--- config.mk ---
export PLATFORM = sky130hd
export DESIGN_NAME = pcchr_regs
export DESIGN_NICKNAME = d
export VERILOG_FILES = /design/src/hdl/pcchr_pkg.sv /design/src/hdl/pcchr_regs.sv
export SDC_FILE = /design/constraint.sdc
export NUM_CORES = 1
export LEC_CHECK = 0
export ABC_CLOCK_PERIOD_IN_PS = 1900
export BUFFER_PORTS_ARGS = -buffer_cell sky130_fd_sc_hd__buf_4
export CAP_MARGIN = 20
export CORE_MARGIN = 2
export CORE_UTILIZATION = 26
export CTS_CLUSTER_DIAMETER = 50
export CTS_CLUSTER_SIZE = 16
export DETAILED_ROUTE_END_ITERATION = 8
export PLACE_DENSITY = 0.79
export SETUP_SLACK_MARGIN = 0.2
export SYNTH_ARGS = -nofsm -noshare
export SYNTH_HDL_FRONTEND = slang
export SYNTH_SLANG_ARGS = --single-unit
--- constraint.sdc ---
create_clock -name clk -period 1.9 [get_ports clk]
set_input_delay 0.19 -clock clk [delete_from_list [all_inputs] [get_ports clk]]
set_output_delay 0.19 -clock clk [all_outputs]
set_load 0.01 [all_outputs]
--- src/hdl/pcchr_pkg.sv ---
// Constants and carrier types for the class code and header type registers
package pcchr_pkg;

	// Byte offsets in configuration space
	localparam logic [7:0] FUNCTION_CATEGORY_CODE_OFS = 8'h09;
	localparam logic [7:0] CONFIG_LAYOUT_TYPE_OFS = 8'h0e;

	// Dword holding each register and its lowest byte lane
	localparam logic [5:0] CATEGORY_DWORD = 6'h02;
	localparam logic [5:0] LAYOUT_DWORD = 6'h03;
	localparam int CATEGORY_LANE = 1;
	localparam int LAYOUT_LANE = 2;

	// Field values of the category code
	localparam logic [7:0] BASE_CLASS_VAL = 8'h06; // RULE2
	localparam logic [7:0] SUB_CLASS_VAL = 8'h00; // RULE3
	localparam logic [7:0] PROG_IF_VAL = 8'h00; // RULE4
	localparam logic [23:0] CATEGORY_CODE_VAL =
		{BASE_CLASS_VAL, SUB_CLASS_VAL, PROG_IF_VAL};

	// Fields of the layout type register
	localparam int MULTI_FUNC_BIT = 7;
	localparam logic MULTI_FUNC_VAL = 1'b1; // RULE5
	localparam logic [6:0] LAYOUT_VAL = 7'h00; // RULE6
	localparam logic [7:0] LAYOUT_TYPE_VAL = {MULTI_FUNC_VAL, LAYOUT_VAL};

	// Idle values of the answer
	localparam logic [31:0] RDATA_RST = 32'h0000_0000;

	typedef struct packed {
		logic valid;
		logic write;
		logic [7:0] addr;
		logic [3:0] be;
		logic [31:0] wdata;
	} pcchr_cfg_req_t;

	typedef struct packed {
		logic ack;
		logic [31:0] rdata;
	} pcchr_cfg_rsp_t;

endpackage

--- src/hdl/pcchr_regs.sv ---
// Read-only class code and header type registers behind a config port
// Function
// [RULE1] A 24-bit class code at offset 09h is read-only; writes change nothing.
// [RULE2] Bits 23:16 of the class code always read 06h, a bridge device.
// [RULE3] Bits 15:8 of the class code read 00h, a host bridge.
// [RULE4] Bits 7:0 of the class code read 00h, no programming interface.
// [RULE5] An 8-bit header type at offset 0Eh has bit 7 always read as 1.
// [RULE6] Bits 6:0 of the header type read 00h, the type-zero header layout.
// [RULE7] Writes to the header type complete normally and change nothing.
`timescale 1ns/1ns

module pcchr_regs (
	input wire logic clk,
	input wire logic reset,
	input wire logic cke,
	input wire pcchr_pkg::pcchr_cfg_req_t cfg_req,
	output pcchr_pkg::pcchr_cfg_rsp_t cfg_rsp
);
	import pcchr_pkg::*;

	typedef enum logic [1:0] {
		ST_IDLE = 2'b01,
		ST_ACK = 2'b10
	} pcchr_state_t;

	pcchr_state_t state_q, state_d;
	logic [31:0] rdata_q, rdata_d;
	logic ack_q, ack_d;
	logic take;

	////////////////////////////////////////////////////////////////////
	// Read decode; byte lanes not enabled and unmapped dwords give zero

	function automatic logic [31:0] read_dword(input logic [5:0] idx,
		input logic [3:0] be);
		logic [31:0] raw;
		logic [31:0] mask;
		raw = 32'h0000_0000;
		mask = {{8{be[3]}}, {8{be[2]}}, {8{be[1]}}, {8{be[0]}}};
		if (idx == CATEGORY_DWORD) begin
			raw[8*CATEGORY_LANE +: 24] = CATEGORY_CODE_VAL; // RULE1
		end else if (idx == LAYOUT_DWORD) begin
			raw[8*LAYOUT_LANE +: 8] = LAYOUT_TYPE_VAL; // RULE5
		end
		return raw & mask;
	endfunction

	////////////////////////////////////////////////////////////////////
	// One request at a time; a request during the answer cycle is ignored

	assign take = cfg_req.valid && (state_q == ST_IDLE);

	always_comb begin
		state_d = state_q;
		ack_d = 1'b0;
		rdata_d = RDATA_RST;
		case (state_q)
			ST_IDLE: begin
				if (take) begin
					state_d = ST_ACK;
					ack_d = 1'b1; // RULE7
					// Writes hold no storage, so every field stays fixed
					if (!cfg_req.write) begin // RULE1 RULE7
						rdata_d = read_dword(cfg_req.addr[7:2], cfg_req.be);
					end
				end
			end
			ST_ACK: begin
				// A request held over this cycle waits for the next one
				state_d = ST_IDLE;
			end
			default: begin
				state_d = ST_IDLE;
			end
		endcase
	end

	// Reset drops ack and data so a host never sees a stale answer
	always_ff @(posedge clk or posedge reset) begin
		if (reset) begin
			state_q <= ST_IDLE;
			ack_q <= 1'b0;
			rdata_q <= RDATA_RST;
		end else if (cke) begin
			state_q <= state_d;
			ack_q <= ack_d;
			rdata_q <= rdata_d;
		end
	end

	// Both answer fields leave straight from flip-flops
	assign cfg_rsp.ack = ack_q;
	assign cfg_rsp.rdata = rdata_q;

	////////////////////////////////////////////////////////////////////
	// Checks

	// Copy of the request being answered, so checks can look back at it
	pcchr_cfg_req_t req_q, req_d;

	always_comb begin
		req_d = req_q;
		if (take) begin
			req_d = cfg_req;
		end
	end

	always_ff @(posedge clk or posedge reset) begin
		if (reset) begin
			req_q <= '0;
		end else if (cke) begin
			req_q <= req_d;
		end
	end

	// Every byte lane that the request left disabled reads zero
	for (genvar n = 0; n < 4; n++) begin : g_lane_off

	end
endmodule // pcchr_regs

==> metrics.md, run 1 <==
| Metric | Value |
|---|---|
| Ys Warns | 0 |
| Core ar. | 1690 um^2 |
| Clock slew seen by the registers of the worst setup and hold paths | 0.05 ns |
| Synthesized instance count | 52 |
| Worst slack at placement | 0.487 ns |
| Routed len/inst | 7.89 um |
| Worst path cell trace | nand4b_2 > or4b_1 > o22ai_1 |
| Crit-path max FO | 5 |
| Asr flop ratio synth | 1.00 |
| Synth area leader | buf_4 |
| Final Cell Area | 507 um^2 |
| Layout cells sized above 1 | 0.314 |
| Seq/Total Area, Yosys | 0.277 |
| Root Driver | clkbuf_4 |
| Status | finished clean |
| CTS resizes | 0 |
| Post-synth top area share | 0.511 |
| Clock skew | 0.00608 ns |
| Antenna Nets Post-Route | 0 |
| Worst vdd ir | 0.154 mV |
| Vias in the first global route | 275 |
| DP HPWL | 610 um |
| Setup TNS Final | 0 ns |
| CTS tree | yes |
| Post-synth top flop | dfrtp_1 |
| Max stage delay on crit path | 0.53 ns |
| Die area | 2100 um^2 |
| GP Congestion | 0.619 |
| Placed inst area | 469 um^2 |
| Yosys reg bits | 5 |
| Crit Path Class | register to register |
| Worst Setup Start Kind | register |
| Max Fclk | 0.711 GHz |
| Post-synth top cells | 31 x buf_4, 4 x dfrtp_1, 4 x inv_1, 2 x nand2_1, 2 x o21ai_0 |
| Period utilization | 0.741 |
| Starting Density | 0.270 |
| Setup Buffers After CTS | 0 |
| Largest net degree at the start of global routing | 7 |
| Element type at the critical path end | register |
| Final wirelength | 686 um |
| First drt pass iteration count | 1 |
| Gr ovfl total | 0 |
| Netlist cell types | 14 |
| Layout filler cell count | 185 |
| WP data arrival | 1.57 ns |
| Pwr dens | 626 nW/um^2 |
| Drc violations | 0 |
| # diodes | 0 |
| Row count | 15 |
| Critical path required time | 2.07 ns |
| Endpoints failing setup | 0 |
| Initial antenna violation count | 0 |
| First-pass GRT wire length | 1140 um |
| Via count | 305 |
| Mean area per synthesized cell | 8.76 um^2 |
| Final Power | 0.000317 W |
| Ports | 82 |
| CTS Buffer Depth | 2 |
| Synth top area cells | buf_4 51%, dfrtp_1 22%, dfstp_2 5.8%, inv_1 3.3%, nand4b_2 3.3% |
| Fin nets | 120 |
| RSZ-0062 raised after global routing | false |
| Crit path time final | 1.41 ns |
| Post-layout util | 0.300 |
| Max-cap viol count | 0 |
| Post-DR vias/cell | 3.51 |
| Clock Sinks | 5 |
| Leak pwr | 0.290 nW |
| Netlist Area Pre-Place | 455 um^2 |
| H-tree levels | 1 |
| Area delta synth->final | 11.3% |
| Die span in x | 45.9 um |
| Overall die height | 45.9 um |
| Hold Fails Final Rpt | 0 |
| Slowest cell on the critical path | dfstp_2 |
| GRT Total Usage | 0.0853 |
| Initial drt markers | 0 |
| Post-synth EDFFs | 0 |
| PortBufs | 16 |
| Pins Over Slew Limit | 0 |
| Top-count cell post-synth | buf_4 |
| HP Class | input pin to register |
| Cts bufs inserted | 3 |
| Setup WS post-layout | 0.493 ns |
| Worst skew pair latency | 0.24 ns |
## what timing repair did
| item | 4_1_cts | 5_1_grt |
|---|---|---|
| hold buffers | 1 | 0 |
| hold endpoints to repair | 4 | 0 |
| endpoints found under the setup margin | 0 | 0 |
## power breakdown
part / leakage [nW] / total, W / internal, W / switching [W]
logic: 0.208 / 0.0000708 / 0.0000284 / 0.0000424
clock network: 0.0177 / 0.000122 / 0.0000763 / 0.0000462
registers: 0.0643 / 0.000124 / 0.000118 / 0.00000550
total: 0.290 / 0.000317 / 0.000223 / 0.0000941
## final cells by class
class                           count  area, um^2  area share
Clock inverter                      1        5.00     0.00988
Multi-Input combinational cell     40         186       0.368
Timing Repair Buffer               17         130       0.257
Tap cell                           17        21.3      0.0420
Inverter                            4        15.0      0.0296
Sequential cell                     5         126       0.249
Clock buffer                        3        22.5      0.0444
## registers in the layout, summed over array words and instances, names as in the netlist
name     cells
rdata_q      2
state_q      2
ack_q        1
## placed cells by master, fill, tap and decap left out, types with 2 or more instances in the layout
master	netlist	routed
clkbuf_4	0	3
nand2_1	2	2
inv_1	4	4
dfrtp_1	4	4
conb_1	1	29
o21ai_0	2	2
buf_4	31	16
## worst paths after layout
| check | from | endpoint | slack (ns) | depth (start not counted) |
|---|---|---|---|---|
| worst max-delay path | state_q[0] | rdata_q[25] | 0.49 | 3 |
| worst min-delay path | cfg_req[44] | rdata_q[23] | 0.14 | 2 |
| worst max register to register | state_q[0] | rdata_q[25] | 0.49 | 3 |
| worst min register to register | rdata_q[23] | rdata_q[23] | 0.51 | 2 |
| max in group asynchronous | reset | state_q[0] | 1.26 | 3 |
| min in group asynchronous | reset | rdata_q[25] | 0.40 | 3 |
## through the flow
stage / std cells / hold slack [ns]
final: 87 / 0.139
after global routing: 87 / 0.126
after floorplan: 80 / -0.0322
after CTS: 87 / 0.133
after detailed placement: 82 / 0.105
after global placement: 82 / 0.0988
## logic make-up (layout without fill, tap and decap cells)
group,Yosys count,in the layout,share of synthesized area
AND/OR/NAND/NOR,6,6,0.0989
flip-flops,5,5,0.277
AO/OA/AOI/OAI,5,5,0.0714
buffers and inverters,35,25,0.544
other,1,29,0.00823
## per-layer routing
metal | vias up | global-route usage | routed length (um) | part of all wire
met1 | 133 | 0.0524 | 167 | 0.24
met5 | - | 0 | 0 | 0
met4 | 0 | 0.0686 | 23 | 0.034
met3 | 4 | 0.0595 | 105 | 0.15
met2 | 27 | 0.158 | 391 | 0.57
li1 | 141 | - | - | -
## critical path: cells and delay by family (launching register included)
family	cells	cell delay (ns)
AO/OA/AOI/OAI	1	0.11
flip-flops	1	0.53
AND/OR/NAND/NOR	2	0.68
Power figures use the tool's default switching activity.
==> run 2: changes to the inputs <==
Settings changed: ABC_AREA set to 1, ABC_CLOCK_PERIOD_IN_PS 1900 to 1260, CORE_UTILIZATION 26 to 24, PLACE_DENSITY 0.79 to 0.75.
Clock period 1.9 ns to 1.26 ns, I/O delays scaled along.
==> run 2 against run 1 <==
Effect of this change: critical path depth is 1 higher; die area grew 12%; hold slack got worse by 0.026 ns; clock power is 51% higher; via count rose by 7.2%; combinational power increased by 62%; core utilization is 2.0 points lower; design area grew 6.2%; register-to-register slack got worse by 0.18 ns; routed wire length rose by 4.2%.
==> metrics.md, run 2 <==
| Metric | Value |
|---|---|
| RSZ-0062 raised after global routing | false |
| Ys Warns | 0 |
| Max Fclk | 1.06 GHz |
| Final wirelength | 715 um |
| Layout filler cell count | 223 |
| Post-synth top flop | dfrtp_1 |
| Crit-path max FO | 3 |
| Initial drt markers | 4 |
| Antenna Nets Post-Route | 0 |
| Yosys reg bits | 5 |
| WP data arrival | 1.12 ns |
| Placed inst area | 502 um^2 |
| Synth top area cells | buf_4 49%, dfrtp_1 21%, nand2_1 7.9%, dfstp_2 5.5%, inv_1 3.2% |
| Seq/Total Area, Yosys | 0.266 |
| Post-synth top cells | 31 x buf_4, 10 x nand2_1, 4 x dfrtp_1, 4 x inv_1, 4 x nor2_1 |
| Largest net degree at the start of global routing | 6 |
| Overall die height | 48.5 um |
| Crit path time final | 0.947 ns |
| Root Driver | clkbuf_4 |
| CTS Buffer Depth | 2 |
| Worst slack at placement | 0.307 ns |
| Final Power | 0.000485 W |
| Initial antenna violation count | 0 |
| Die span in x | 48.5 um |
| Die area | 2350 um^2 |
| Ports | 82 |
| WHS | 0.113 ns |
| Drc violations | 0 |
| Routed len/inst | 6.68 um |
| Leak pwr | 0.320 nW |
| Via count | 327 |
| Row count | 16 |
| First drt pass iteration count | 4 |
| H-tree levels | 1 |
| Mean area per synthesized cell | 7.67 um^2 |
| GP Congestion | 0.609 |
| Worst skew pair latency | 0.24 ns |
| Worst Setup Start Kind | register |
| Most frequent cells in the layout | 29 x conb_1, 16 x buf_4, 10 x nand2_1 |
| Post-DR vias/cell | 3.06 |
| Layout cells sized above 1 | 0.275 |
| Post-synth top area share | 0.489 |
| DP HPWL | 635 um |
| Area delta synth->final | 13.2% |
| Synth area leader | buf_4 |
| Core ar. | 1920 um^2 |
| Fin nets | 130 |
| Setup Buffers After CTS | 0 |
| Final Cell Area | 538 um^2 |
| Clock Sinks | 5 |
| Hold depth | 2 |
| Clock slew seen by the registers of the worst setup and hold paths | 0.04 ns |
| Setup WS post-layout | 0.313 ns |
| Status | finished clean |
| Top-count cell post-synth | buf_4 |
| CTS tree | yes |
| Pwr dens | 901 nW/um^2 |
| Synthesized instance count | 62 |
| Clock skew | 0.00229 ns |
| Most common cell after layout, fill and taps aside | conb_1 |
| Hold Fails Final Rpt | 0 |
| CTS resizes | 0 |
| Element type at the critical path end | register |
| Crit Path Class | register to register |
| PortBufs | 16 |
| Cts bufs inserted | 3 |
| Asr flop ratio synth | 1.00 |
| Netlist Area Pre-Place | 475 um^2 |
| Vias in the first global route | 288 |
| Gr ovfl total | 0 |
| Period utilization | 0.752 |
| Worst vdd ir | 0.224 mV |
| Starting Density | 0.247 |
| Endpoints failing setup | 0 |
| Critical path required time | 1.44 ns |
| Post-synth EDFFs | 0 |
| Hold_buf cts | 1 |
| Setup TNS Final | 0 ns |
| First-pass GRT wire length | 1130 um |
| Netlist cell types | 13 |
| Pins Over Slew Limit | 0 |
| R2r worst-path depth | 4 |
| HP Class | input pin to register |
| Max-cap viol count | 0 |
| Largest regs | rdata_q x2, state_q x2, ack_q x1 |
| # diodes | 0 |
| GRT Total Usage | 0.0655 |
-- run 2: path summary, 6_finish.rpt --
check / slack [ns] / start / endpoint
max: 0.31 / state_q[0] / rdata_q[25]
min: 0.11 / cke / state_q[1]
max reg2reg: 0.31 / state_q[0] / rdata_q[25]
min reg2reg: 0.48 / ack_q / ack_q
max in group asynchronous: 0.67 / reset / state_q[0]
min in group asynchronous: 0.35 / reset / ack_q
-- run 2: metal layers --
layer,global-route usage,share of wire,up-vias
li1,-,-,164
met1,0.0656,0.34,136
met2,0.111,0.54,25
met3,0.00926,0.10,2
met4,0.0714,0.014,0
met5,0,0,-
-- run 2: cell families (layout without fill, tap and decap cells) --
kind of cell | Yosys count | in the layout | share of synthesized area
compound gates | 2 | 2 | 0.0263
other cells | 1 | 29 | 0.00789
buf+inv | 35 | 25 | 0.521
flops | 5 | 5 | 0.266
simple gates | 19 | 19 | 0.179
-- run 2: worst max-delay path, stage by stage (launching register included) --
cell	delay (ns)
dfstp_2	0.54
nand2_1	0.06
nor3_2	0.14
nand2_1	0.08
nand2_1	0.06
-- run 2: stage by stage --
stage	utilization	cells
finish	0.280	107
global route	0.280	107
CTS	0.280	107
detailed placement	0.261	102
global placement	0.261	102
floorplan	-	90
-- run 2: area by class of cell --
class	instances	area (um^2)	area share
Multi-Input combinational cell	50	206	0.384
Timing Repair Buffer	17	130	0.242
Sequential cell	5	126	0.235
Tap cell	27	33.8	0.0628
Clock buffer	4	26.3	0.0488
Inverter	4	15.0	0.0279
-- run 2: where the power goes --
part,switching (W),internal [W]
sequential,0.00000782,0.000179
combinational,0.0000713,0.0000435
clock,0.0000640,0.000120
==> run 3: changes to the inputs <==
Settings changed: ABC_CLOCK_PERIOD_IN_PS 1260 to 800.
Clock period 1.26 ns to 0.8 ns, I/O delays scaled along.
==> run 3 against run 2 <==
Effect of this change: highest routed layer unchanged; sequential power rose by 59%; register-to-register slack lost 0.45 ns; die area did not move; final cell count up 2.8%; clock power is 58% higher; hold slack got worse by 0.042 ns; first-iteration DRC count is 25% lower; critical endpoint unchanged; the flow now finishes with violations (negative setup slack).
==> metrics.md, run 3 (synthesis results as in run 2) <==
| Metric | Value |
|---|---|
| Period utilization | 1.17 |
| Largest regs | rdata_q x2, state_q x2, ack_q x1 |
| Overall die height | 48.5 um |
| Non-filler cells, final | 110 |
| Clock slew seen by the registers of the worst setup and hold paths | 0.04 ns |
| Pins Over Slew Limit | 0 |
| Largest net degree at the start of global routing | 6 |
| Antenna Nets Post-Route | 0 |
| Placed cells | 102 |
| Cts bufs inserted | 3 |
| Leak pwr | 0.343 nW |
| Critical path required time | 0.98 ns |
| DP HPWL | 661 um |
| Vias in the first global route | 317 |
| Final Power | 0.000795 W |
| H-tree levels | 1 |
| Slowest cell on the critical path | dfstp_2 |
| Area delta synth->final | 22.9% |
| Worst path cell trace | nand2_2 > nor3_4 > nand2_1 > nand2_1 |
| PortBufs | 16 |
| Max stage delay on crit path | 0.55 ns |
| Hold Fails Final Rpt | 0 |
| Clock skew | 0.00211 ns |
| Row count | 16 |
| CTS tree | yes |
| GRT Total Usage | 0.0676 |
| Violated checks | negative setup slack |
| Worst skew pair latency | 0.24 ns |
| Drc violations | 0 |
| WHS | 0.0711 ns |
| Worst vdd ir | 0.300 mV |
| # diodes | 0 |
| Most common cell after layout, fill and taps aside | conb_1 |
| Area of the multi-input gates | 215 um^2 |
| Most frequent cells in the layout | 29 x conb_1, 15 x buf_4, 9 x nand2_1 |
| Starting Density | 0.247 |
| Routed len/inst | 6.89 um |
| Initial antenna violation count | 0 |
| First drt pass iteration count | 4 |
| WP data arrival | 1.12 ns |
| Crit path time final | 0.936 ns |
| Layout filler cell count | 218 |
| Root Driver | clkbuf_4 |
| Core ar. | 1920 um^2 |
| Max-cap viol count | 0 |
| RSZ-0062 raised after global routing | true |
| Crit-path max FO | 3 |
| CTS Buffer Depth | 2 |
| HP Class | input pin to register |
| Ports | 82 |
| Post-DR vias/cell | 3.18 |
| Fin nets | 133 |
| Setup WS post-layout | -0.136 ns |
| GP Congestion | 0.668 |
| Final wirelength | 758 um |
| Gr ovfl total | 0 |
| Max Fclk | 1.07 GHz |
| Crit path top cell by count | nand2_1 |
| Die area | 2350 um^2 |
| First-pass GRT wire length | 1160 um |
| Clock Sinks | 5 |
| Worst Setup Start Kind | register |
| Register area | 126 um^2 |
| Element type at the critical path end | register |
| Crit Path Class | register to register |
| Die span in x | 48.5 um |
| Pwr dens | 1360 nW/um^2 |
| Layout cells sized above 1 | 0.313 |
| Via count | 350 |
| Initial drt markers | 3 |
| Post-layout util | 0.304 |
| Endpoints failing setup | 9 |
| Status | finished with violations |
==> run 3: changes by cell type in the layout (fill, tap and decap cells not counted) <==
| cell | change |
|---|---|
| buf_4 | -1 |
| buf_6 | +4 |
| nand2_1 | -1 |
| nand2_2 | +1 |
| nor3_2 | -1 |
| nor3_4 | +1 |
==> run 3: where the power goes <==
part           total [W]  leakage (nW)  internal [W]  switching [W]
combinational   0.000207         0.263     0.0000849       0.000122
sequential      0.000297        0.0643      0.000282      0.0000154
clock           0.000291        0.0150      0.000188       0.000102
==> run 3: metal layers <==
| layer | global-route usage | wire length [um] | up-vias |
|---|---|---|---|
| met1 | 0.0543 | 225 | 145 |
| met2 | 0.132 | 419 | 31 |
| met4 | 0.0714 | 29 | 0 |
| met3 | 0.00926 | 83 | 4 |
| met5 | 0 | 0 | - |
| li1 | - | - | 170 |
==> run 3: repair_timing <==
action | 4_1_cts | 5_1_grt
gates resized for setup | 6 | 0
setup buffers | 3 | 0
hold buffers | 1 | 0
endpoints found under the hold margin | 5 | 0
endpoints found under the setup margin | 9 | 9
pin swaps | 2 | 1
==> run 3: worst paths after layout <==
| path | cells past startpoint | start | to | slack, ns |
|---|---|---|---|---|
| setup / recovery | 4 | state_q[0] | rdata_q[25] | -0.14 |
| hold / removal | 2 | cke | state_q[1] | 0.07 |
| setup reg to reg | 4 | state_q[0] | rdata_q[25] | -0.14 |
| hold reg to reg | 2 | state_q[1] | state_q[1] | 0.56 |
| max in group asynchronous | 3 | reset | state_q[0] | 0.27 |
| min in group asynchronous | 3 | reset | ack_q | 0.29 |
==> run 3: final cells by class <==
cell class	count	area share
Inverter	4	0.0257
Sequential cell	5	0.216
Multi-Input combinational cell	50	0.368
Tap cell	27	0.0578
Timing Repair Buffer	20	0.287
Clock buffer	4	0.0450
==> run 3: metrics by stage <==
| stage | cell area, um^2 | TNS [ns] | setup slack [ns] |
|---|---|---|---|
| floorplan | 581 | -0.140 | -0.0576 |
| global placement | 502 | -0.313 | -0.117 |
| detailed placement | 502 | -0.430 | -0.142 |
| CTS | 584 | -0.665 | -0.141 |
| global route | 584 | -1.08 | -0.203 |
| finish | 584 | -0.644 | -0.136 |
==> run 3: worst max-delay path, delay by kind of cell (launching register included) <==
family,cells,cell delay [ns]
DFF,1,0.55
and+or+nand+nor,4,0.32
